$ cat src/core/slsl_pkg.sv
// Shared constants and types for the strap latch and speed indicator block.
package slsl_pkg;
  // Register offsets (five-bit management register index).
  localparam logic [4:0] REG_CTRL = 5'h00;
  localparam logic [4:0] REG_STRAP = 5'h10;
  localparam logic [4:0] REG_IND = 5'h1E;
  // Field positions.
  localparam int SPD_BIT = 13;
  localparam int IND_LO = 14;
  localparam int STRAP_IF_LO = 8;
  localparam int ADDR_W = 5;
  localparam int PINS = 7;
  // Pin indices within the strap pin vector.
  localparam int PIN_SPD = 0;
  localparam int PIN_AD0 = 1;
  localparam int PIN_IF0 = 4;
  // Reset values, equal to the internal pull defaults.
  localparam logic RST_SPD = 1'b1;
  localparam logic [2:0] RST_ADDR = 3'h1;
  localparam logic [2:0] RST_IFSEL = 3'h0;
  localparam logic [1:0] RST_MODE = 2'h0;
  localparam logic [1:0] ADDR_HI = 2'h0;
  // Indicator modes.
  localparam logic [1:0] IND_SPEED = 2'h0;
  localparam logic [1:0] IND_ACT = 2'h1;
  // Interface-select codes.
  localparam logic [2:0] IFS_MII = 3'h0;
  localparam logic [2:0] IFS_RMII = 3'h1;
  localparam logic [2:0] IFS_MII_PRE = 3'h4;
  // Blink timing: half period of the activity blink.
  localparam int CLK_MHZ = 25;
  localparam int BLINK_HALF_US = 1000;
  localparam int BLINK_CYCLES = BLINK_HALF_US * CLK_MHZ;
  localparam int BLINK_W = 16;

  typedef enum logic [1:0] {
    ST_CAPTURE = 2'b01,
    ST_RUN = 2'b10
  } slsl_state_t;

  typedef struct packed {
    logic [4:0] addr;
    logic [15:0] wdata;
    logic wr;
    logic rd;
  } slsl_bus_t;

  typedef struct packed {
    logic mii;
    logic rmii;
    logic mii_pre;
    logic reserved;
  } slsl_ifmode_t;

  typedef struct packed {
    slsl_state_t st;
    logic spd;
    logic [1:0] mode;
    logic [2:0] addr;
    logic [2:0] ifsel;
    logic blink;
    logic [BLINK_W-1:0] cnt;
    logic led;
    logic [15:0] rdata;
  } slsl_regs_t;
endpackage : slsl_pkg

$ cat src/core/slsl_pad.sv
// Dual-role strap pin cell: input during reset and capture, driven output afterwards.
`timescale 1ns/1ps
module slsl_pad (
  input wire logic run,     // High once straps are captured
  input wire logic drive,   // Function value for the pin
  output logic pin_o,       // Pin output value
  output logic pin_oe       // Pin output enable, high while driven
);
  // While not running the pin floats so the board pull sets the strap level.
  assign pin_oe = run;
  assign pin_o = run & drive;
endmodule : slsl_pad

$ cat src/core/slsl_core.sv
// Strap capture at reset release and programmable speed/activity indicator.
//
// Design decisions made here: strobed register access and the address map.
`timescale 1ns/1ps
module slsl_core import slsl_pkg::*; #(
  parameter int BLINK_HALF = BLINK_CYCLES
) (
  input wire logic CLK,                     // 25 MHz clock
  input wire logic RST_N,                   // Asynchronous active-low chip reset
  input wire logic [PINS-1:0] STRAP_I,      // Strap pin input levels
  output logic [PINS-1:0] STRAP_O,          // Strap pin output values
  output logic [PINS-1:0] STRAP_OE,         // Strap pin output enables
  input wire logic [PINS-2:0] FUNC_O,       // Run-time values of the non-indicator pins
  input wire logic ACTIVITY,                // Link activity level
  input wire slsl_bus_t REG_REQ,            // Register request
  output logic [15:0] REG_RDATA,            // Read data, cycle after read strobe
  output logic [ADDR_W-1:0] MGMT_ADDR,      // Management station address
  output slsl_ifmode_t IF_MODE,             // Decoded MAC interface mode
  output logic SPEED_100                    // Speed select, high for 100 Mbit/s
);
  localparam logic [BLINK_W-1:0] BLINK_LAST = BLINK_W'(BLINK_HALF - 1);

  slsl_regs_t r_reg;
  slsl_regs_t r_next;
  logic [PINS-1:0] pin_drive;
  logic running;

  always_comb begin
    r_next = r_reg;
    r_next.rdata = 16'h0000;
    case (r_reg.st)
      ST_CAPTURE: begin
        r_next.spd = STRAP_I[PIN_SPD];
        r_next.addr = STRAP_I[PIN_AD0 +: 3];
        r_next.ifsel = STRAP_I[PIN_IF0 +: 3];
        r_next.st = ST_RUN;
      end
      ST_RUN: begin
        if (REG_REQ.wr) begin
          if (REG_REQ.addr == REG_CTRL) begin
            r_next.spd = REG_REQ.wdata[SPD_BIT];
          end
          if (REG_REQ.addr == REG_IND) begin
            r_next.mode = REG_REQ.wdata[IND_LO +: 2];
          end
        end
        if (REG_REQ.rd) begin
          case (REG_REQ.addr)
            REG_CTRL: r_next.rdata[SPD_BIT] = r_reg.spd;
            REG_IND: r_next.rdata[IND_LO +: 2] = r_reg.mode;
            REG_STRAP: begin
              r_next.rdata[STRAP_IF_LO +: 3] = r_reg.ifsel;
              r_next.rdata[ADDR_W-1:0] = {ADDR_HI, r_reg.addr};
            end
            default: r_next.rdata = 16'h0000;
          endcase
        end
      end
      default: r_next.st = ST_CAPTURE;
    endcase
    // Blink counter runs only during activity, so idle always restarts a full half period.
    if (ACTIVITY) begin
      if (r_reg.cnt == BLINK_LAST) begin
        r_next.cnt = '0;
        r_next.blink = ~r_reg.blink;
      end else begin
        r_next.cnt = r_reg.cnt + 1'b1;
      end
    end else begin
      r_next.cnt = '0;
      r_next.blink = 1'b1;
    end
    case (r_reg.mode)
      IND_SPEED: r_next.led = ~r_reg.spd;
      IND_ACT: r_next.led = ACTIVITY ? r_reg.blink : 1'b1;
      default: r_next.led = 1'b1;
    endcase
  end

  always_ff @(posedge CLK or negedge RST_N) begin
    if (!RST_N) begin
      r_reg <= '{st: ST_CAPTURE, spd: RST_SPD, mode: RST_MODE, addr: RST_ADDR,
                 ifsel: RST_IFSEL, blink: 1'b1, cnt: '0, led: 1'b1, rdata: 16'h0000};
    end else begin
      r_reg <= r_next;
    end
  end

  assign running = (r_reg.st == ST_RUN);
  assign pin_drive = {FUNC_O, r_reg.led};

  for (genvar i = 0; i < PINS; i++) begin : g_pad
    slsl_pad u_pad (
      .run(running),
      .drive(pin_drive[i]),
      .pin_o(STRAP_O[i]),
      .pin_oe(STRAP_OE[i])
    );
  end

  assign MGMT_ADDR = {ADDR_HI, r_reg.addr};
  assign IF_MODE.mii = (r_reg.ifsel == IFS_MII);
  assign IF_MODE.rmii = (r_reg.ifsel == IFS_RMII);
  assign IF_MODE.mii_pre = (r_reg.ifsel == IFS_MII_PRE);
  assign IF_MODE.reserved = ~(IF_MODE.mii | IF_MODE.rmii | IF_MODE.mii_pre);
  assign SPEED_100 = r_reg.spd;
  assign REG_RDATA = r_reg.rdata;
endmodule : slsl_core

$ cat config.mk
export PLATFORM = sky130hd
export DESIGN_NAME = slsl_core
export DESIGN_NICKNAME = d
export VERILOG_FILES = /design/src/core/slsl_pkg.sv /design/src/core/slsl_pad.sv /design/src/core/slsl_core.sv
export SDC_FILE = /design/constraint.sdc
export NUM_CORES = 1
export LEC_CHECK = 0
export ABC_AREA = 1
export BUFFER_PORTS_ARGS = -buffer_cell sky130_fd_sc_hd__buf_2
export CORE_MARGIN = 2
export CORE_UTILIZATION = 30
export CTS_CLUSTER_SIZE = 20
export DETAILED_ROUTE_END_ITERATION = 6
export PLACE_DENSITY_LB_ADDON = 0.05
export REMOVE_ABC_BUFFERS = 1
export SKIP_CTS_REPAIR_TIMING = 1
export SYNTH_ARGS = -nofsm -noshare
export SYNTH_HDL_FRONTEND = slang
export SYNTH_SLANG_ARGS = --single-unit
$ cat constraint.sdc
create_clock -name CLK -period 1.1 [get_ports CLK]
set_input_delay 0.11 -clock CLK [delete_from_list [all_inputs] [get_ports CLK]]
set_output_delay 0.11 -clock CLK [all_outputs]
set_load 0.005 [all_outputs]
# --- Word-level counts from Yosys, hierarchy flattened ---
# Index checks and enable logic that the tools add are counted.
totals:
  regBits: 45
  inputBits: 39
  output_inout_bits: 40
  wordCells: 55
op_classes:
  addsub: 1
  eq_ne: 11
  n_mux: 16
  bitwise_logic: 12
  reduce_logical: 6
op_table:
  columns: ["cell", "count"]
  rows:
  - ["2-to-1 mux 16 bit", 3]
  - ["2-to-1 mux 17 bit", 1]
  - ["adder 16 x 1 -> 16 bit, second input constant", 1]
  - ["== test 16 x 15 -> 1 bit, second input constant", 1]
  - ["== test 5 bit, second input constant", 2]
  - ["2-to-1 mux 3 bit", 3]
  - ["bitwise AND 1 bit", 7]
  - ["AND reduction 3 bit", 2]
  - ["zero test 5 bit", 1]
  - ["== test 2 x 1 -> 1 bit, second input constant", 2]
  - ["2-to-1 mux 1 bit", 4]
  - ["2-to-1 mux 2 bit", 2]
  - ["inequality test 2 bit, second input constant", 2]
  - ["case mux 1 bit (2 select lines)", 2]
  - ["case mux 2 bit (2 select lines)", 1]
  - ["== test 3 x 1 -> 1 bit, second input constant", 1]
  - ["== test 3 bit, second input constant", 1]
  - ["zero test 3 bit", 1]
  - ["NOT 1 bit", 3]
  - ["== test 2 bit, second input constant", 1]
  - ["zero test 2 bit", 1]
  - ["inequality test 2 x 1 -> 1 bit, second input constant", 1]
  - ["bitwise OR 1 bit", 2]
  - ["nonzero test 2 bit", 1]

# --- Longest topological paths before layout ---
depth:
  word_depth: 4
  ltp_mapped: 8
  ltp_nobuf: 8

# --- Cells and area by module ---
# A second synthesis with hierarchy kept.
hier_totals:
  cells_unflattened: 278
  hier_area_um2: 2100.8
modules_own_cells:
  columns: ["mod", "instances", "cells_per_inst", "area_each_um2", "seq_area_each_um2"]
  rows:
  - ["slsl_core", 1, 257, 1995.7, 957.2]
  - ["slsl_pad", 7, 3, 15.0, 0.0]

# --- Worst setup path after synthesis ---
# Ideal clock, no wire load.
synth_path:
  path_type: "reg-to-reg"
  from: "register r_reg[17] (netlist bit)"
  to: "register r_reg[25] (netlist bit)"
  setup_ps: 118
  arrival_time_ps: 1047
  t_required_ps: 982
  path_slack_ps: -65
  stages_incl_launch_ff: 7
  n_path_buf: 0
  period_less_slack_ps: 1165
  cell_sequence: "dfrtp_1 > ha_1 > nand2_1 > nor2_2 > nand2_1 > xor2_1 > nor2_1"
synth_rtl:
  columns: ["element", "line_no", "source"]
  rows:
  - ["start, declared", "slsl_core.sv:23", "slsl_regs_t r_reg;"]
  - ["start signal, assigned", "slsl_core.sv:82", "r_reg <= '{st: ST_CAPTURE, spd: RST_SPD, mode: RST_MODE, addr: RST_ADDR,"]
  - ["start signal, assigned", "slsl_core.sv:85", "r_reg <= r_next;"]

# --- Final worst setup path ---
layout_path:
  from: "register r_reg[43] (netlist bit)"
  to: "output port STRAP_O[5]"
layout_via:
  elab_chain_len: 2
layout_rtl:
  columns: ["element", "line_no", "source"]
  rows:
  - ["== test 2 bit", "slsl_core.sv:89", "assign running = (r_reg.st == ST_RUN);"]
  - ["bitwise AND 1 bit", "slsl_pad.sv:11", "assign pin_o = run & drive;"]
  - ["end, declared", "slsl_core.sv:11", "output logic [PINS-1:0] STRAP_O,"]
# No other way between the ends.

==> results.toml <==
[status]
status = "complete, but fails checks"
violations = "setup timing"

[synthesis]
synth.largest_area_cell = "dfrtp_1"
ys_ff_latch = 38
synthFlopType = "dfrtp_1"
synth_top_area_frac = 0.386
synth-edff-count = 0
synth.distinct_cells = 26
post-synth-top-count-cell = "nand2_1"
seq_area_frac_synth = 0.448
synthCells = 269
synthTopCellsByArea = "dfrtp_1 (39%), buf_4 (12%), nand2_1 (9.1%), nor2_1 (7.6%), dfstp_2 (6.1%)"
yosys-top-cells-count = "nand2_1 (52), nor2_1 (43), buf_4 (35)"
postSynthAreaPerCell_um2 = 7.94
yosysWarnings = 0
syn-cell-area_um2 = 2140
async_reset_ff_frac = 1.00

[grt]
met3_usage = 0.0317
grt_pass1_wl_mm = 7.45
first_global_vias = 1619
met1_usage = 0.153
gr-max-usage-layer = "met2"
antenna_found_initial = 0
overflow = 0
grt_max_degree = 39
met2_usage = 0.211
grt_usage = 0.125

[sta]
setup_viol = 36
max_freq_ghz = 0.789
fin_crit_ps = 1270
maxSlewViolCount = 0
fin_ws_ps = -167
fin_crit_sh = 1.15
rsz0062_at_grt = "yes"
hold_viol_final = 0
setup_tns_ps = -3730
clock_skew_ps = 9.10

[setup_path]
ff2ff_setup_slack_ps = -140
critPathKind = "flip-flop to output pin"
path_max_fanout = 8
worstPathArrival_ps = 1160
worst_setup_path_end_kind = "output pin"
setup.worst_path.start_class = "flip-flop"
required_ps = 990

[floorplanning]
die_w_um = 88.4
dieArea_um2 = 7810
fp-row-count = 30
io_pins = 79
coreArea_um2 = 6830
die_y_um = 88.4
initial_utilization = 0.313

[layout]
nNetsFinal = 377
area_growth_pct = 38.2
post-route-util = 0.432
fin_cells = 434
regArea_um2 = 963
drive_gt1_frac = 0.491
multi_input_area_um2 = 998
antenna_cells = 0
largest_register_ff_count = 24
n_fill_cell = 704

[detailed_routing]
dr.pass1.iters = 4
vias = 1775
ant_nets = 0
wl_per_cell_um = 10.8
vias_per_cell = 4.09
drt-initial-drc-count = 37
drt-total-wl_mm = 4.70
drc = 0

[cts]
clk_path_buf_depth = 2
root_buffer = "clkbuf_8"
insertion_delay_ps = 290
clk_pin_slew_ps = 80
cts_inserted_buffers = 5
cts_htree_levels = 2
cts_tree = "built"
cts_sinks = 38

[power_and_ir_drop]
peakVddDrop_mv = 0.407
cellLeakagePower_nw = 1.44
power_density_nw_per_um2 = 1130
power.total_mw = 3.34

[flow_run]
drv_cap = 0

[min_path]
hold_class = "input pin to flip-flop"

[placed_design]
io_buffers = 56
place_congestion = 0.718
dp_cells = 414
post-dp-hpwl_mm = 3.42
==> cell type report <==
| type | instances | area share |
|---|---|---|
| Clock buffer | 6 | 0.0280 |
| Clock inverter | 2 | 0.0203 |
| Timing Repair Buffer | 87 | 0.197 |
| Multi-Input combinational cell | 169 | 0.338 |
| Inverter | 35 | 0.0466 |
| Timing Repair inverter | 1 | 0.00254 |
| Tap cell | 96 | 0.0407 |
| Sequential cell | 38 | 0.326 |
==> critical path, cell delays in order (launching register included) <==
cell,delay [ps]
dfstp_2,560
nor2_4,60
inv_4,90
nor2_1,40
buf_2,120
==> report_power, final <==
group	internal, mW	total (mW)	switching (mW)
Clock	0.968	1.49	0.521
Sequential	1.47	1.51	0.0443
Combinational	0.159	0.336	0.176
==> cells by family after synthesis <==
| kind of cell | synth area share |
|---|---|
| and+or+nand+nor | 0.293 |
| buffers and inverters | 0.184 |
| DFF | 0.448 |
| AOI/OAI and AO/OA | 0.0422 |
| xor gates and xnor gates | 0.0246 |
| adders and majority gates | 0.00585 |
| other | 0.00175 |
==> metrics by stage <==
stage	hold slack [ps]	cell area, µm²	worst slack [ps]
after global routing	12.4	2950	-233
after global placement	101	2470	-173
final	1.14	2950	-167
after detailed placement	99.1	2470	-191
after CTS	-228	2610	-315
after floorplan	-186	1900	-65.0
==> routing by layer <==
layer  routed length [µm]  part of all wire
met1                 2030              0.43
met2                 2420              0.51
met3                  205             0.044
met4                   46            0.0098
met5                    0                 0
==> path summary, 6_finish.rpt <==
path                              start      endpoint  depth (start not counted)
min                          STRAP_I[1]  MGMT_ADDR[0]                          3
max in group asynchronous         RST_N  pin_drive[0]                          3
min reg2reg                MGMT_ADDR[0]  MGMT_ADDR[0]                          2
min in group asynchronous         RST_N     r_reg[26]                          3
max reg2reg                   r_reg[22]     r_reg[33]                          8
max                           r_reg[43]    STRAP_O[5]                          4
==> cell usage in the layout, fill, tap and decap left out <==
cell            n
a21oi_1         1
a31oi_1         1
buf_12          1
buf_2          49
buf_4          26
buf_6          10
bufinv_16       2
clkbuf_8        6
clkinvlp_4      2
conb_1          9
dfrtp_1        28
dfrtp_2         5
dfstp_2         5
dlygate4sd3_1   1
ha_4            1
inv_1          25
inv_2           8
inv_4           1
nand2_1        45
nand2_2         8
nand2_4         4
nand3_1        12
nand3_2         3
nand3_4         1
nand4_1         3
nor2_1         30
nor2_2         14
nor2_4          5
nor3_1          2
nor3_2          6
nor3b_1         1
nor3b_2         4
o211ai_1        1
o21ai_0         6
o21ai_1         1
o21ai_2         2
o21bai_1        2
o21bai_2        1
xnor2_2         2
xor2_1          4
No activity file was read; power rests on OpenSTA's default activity.
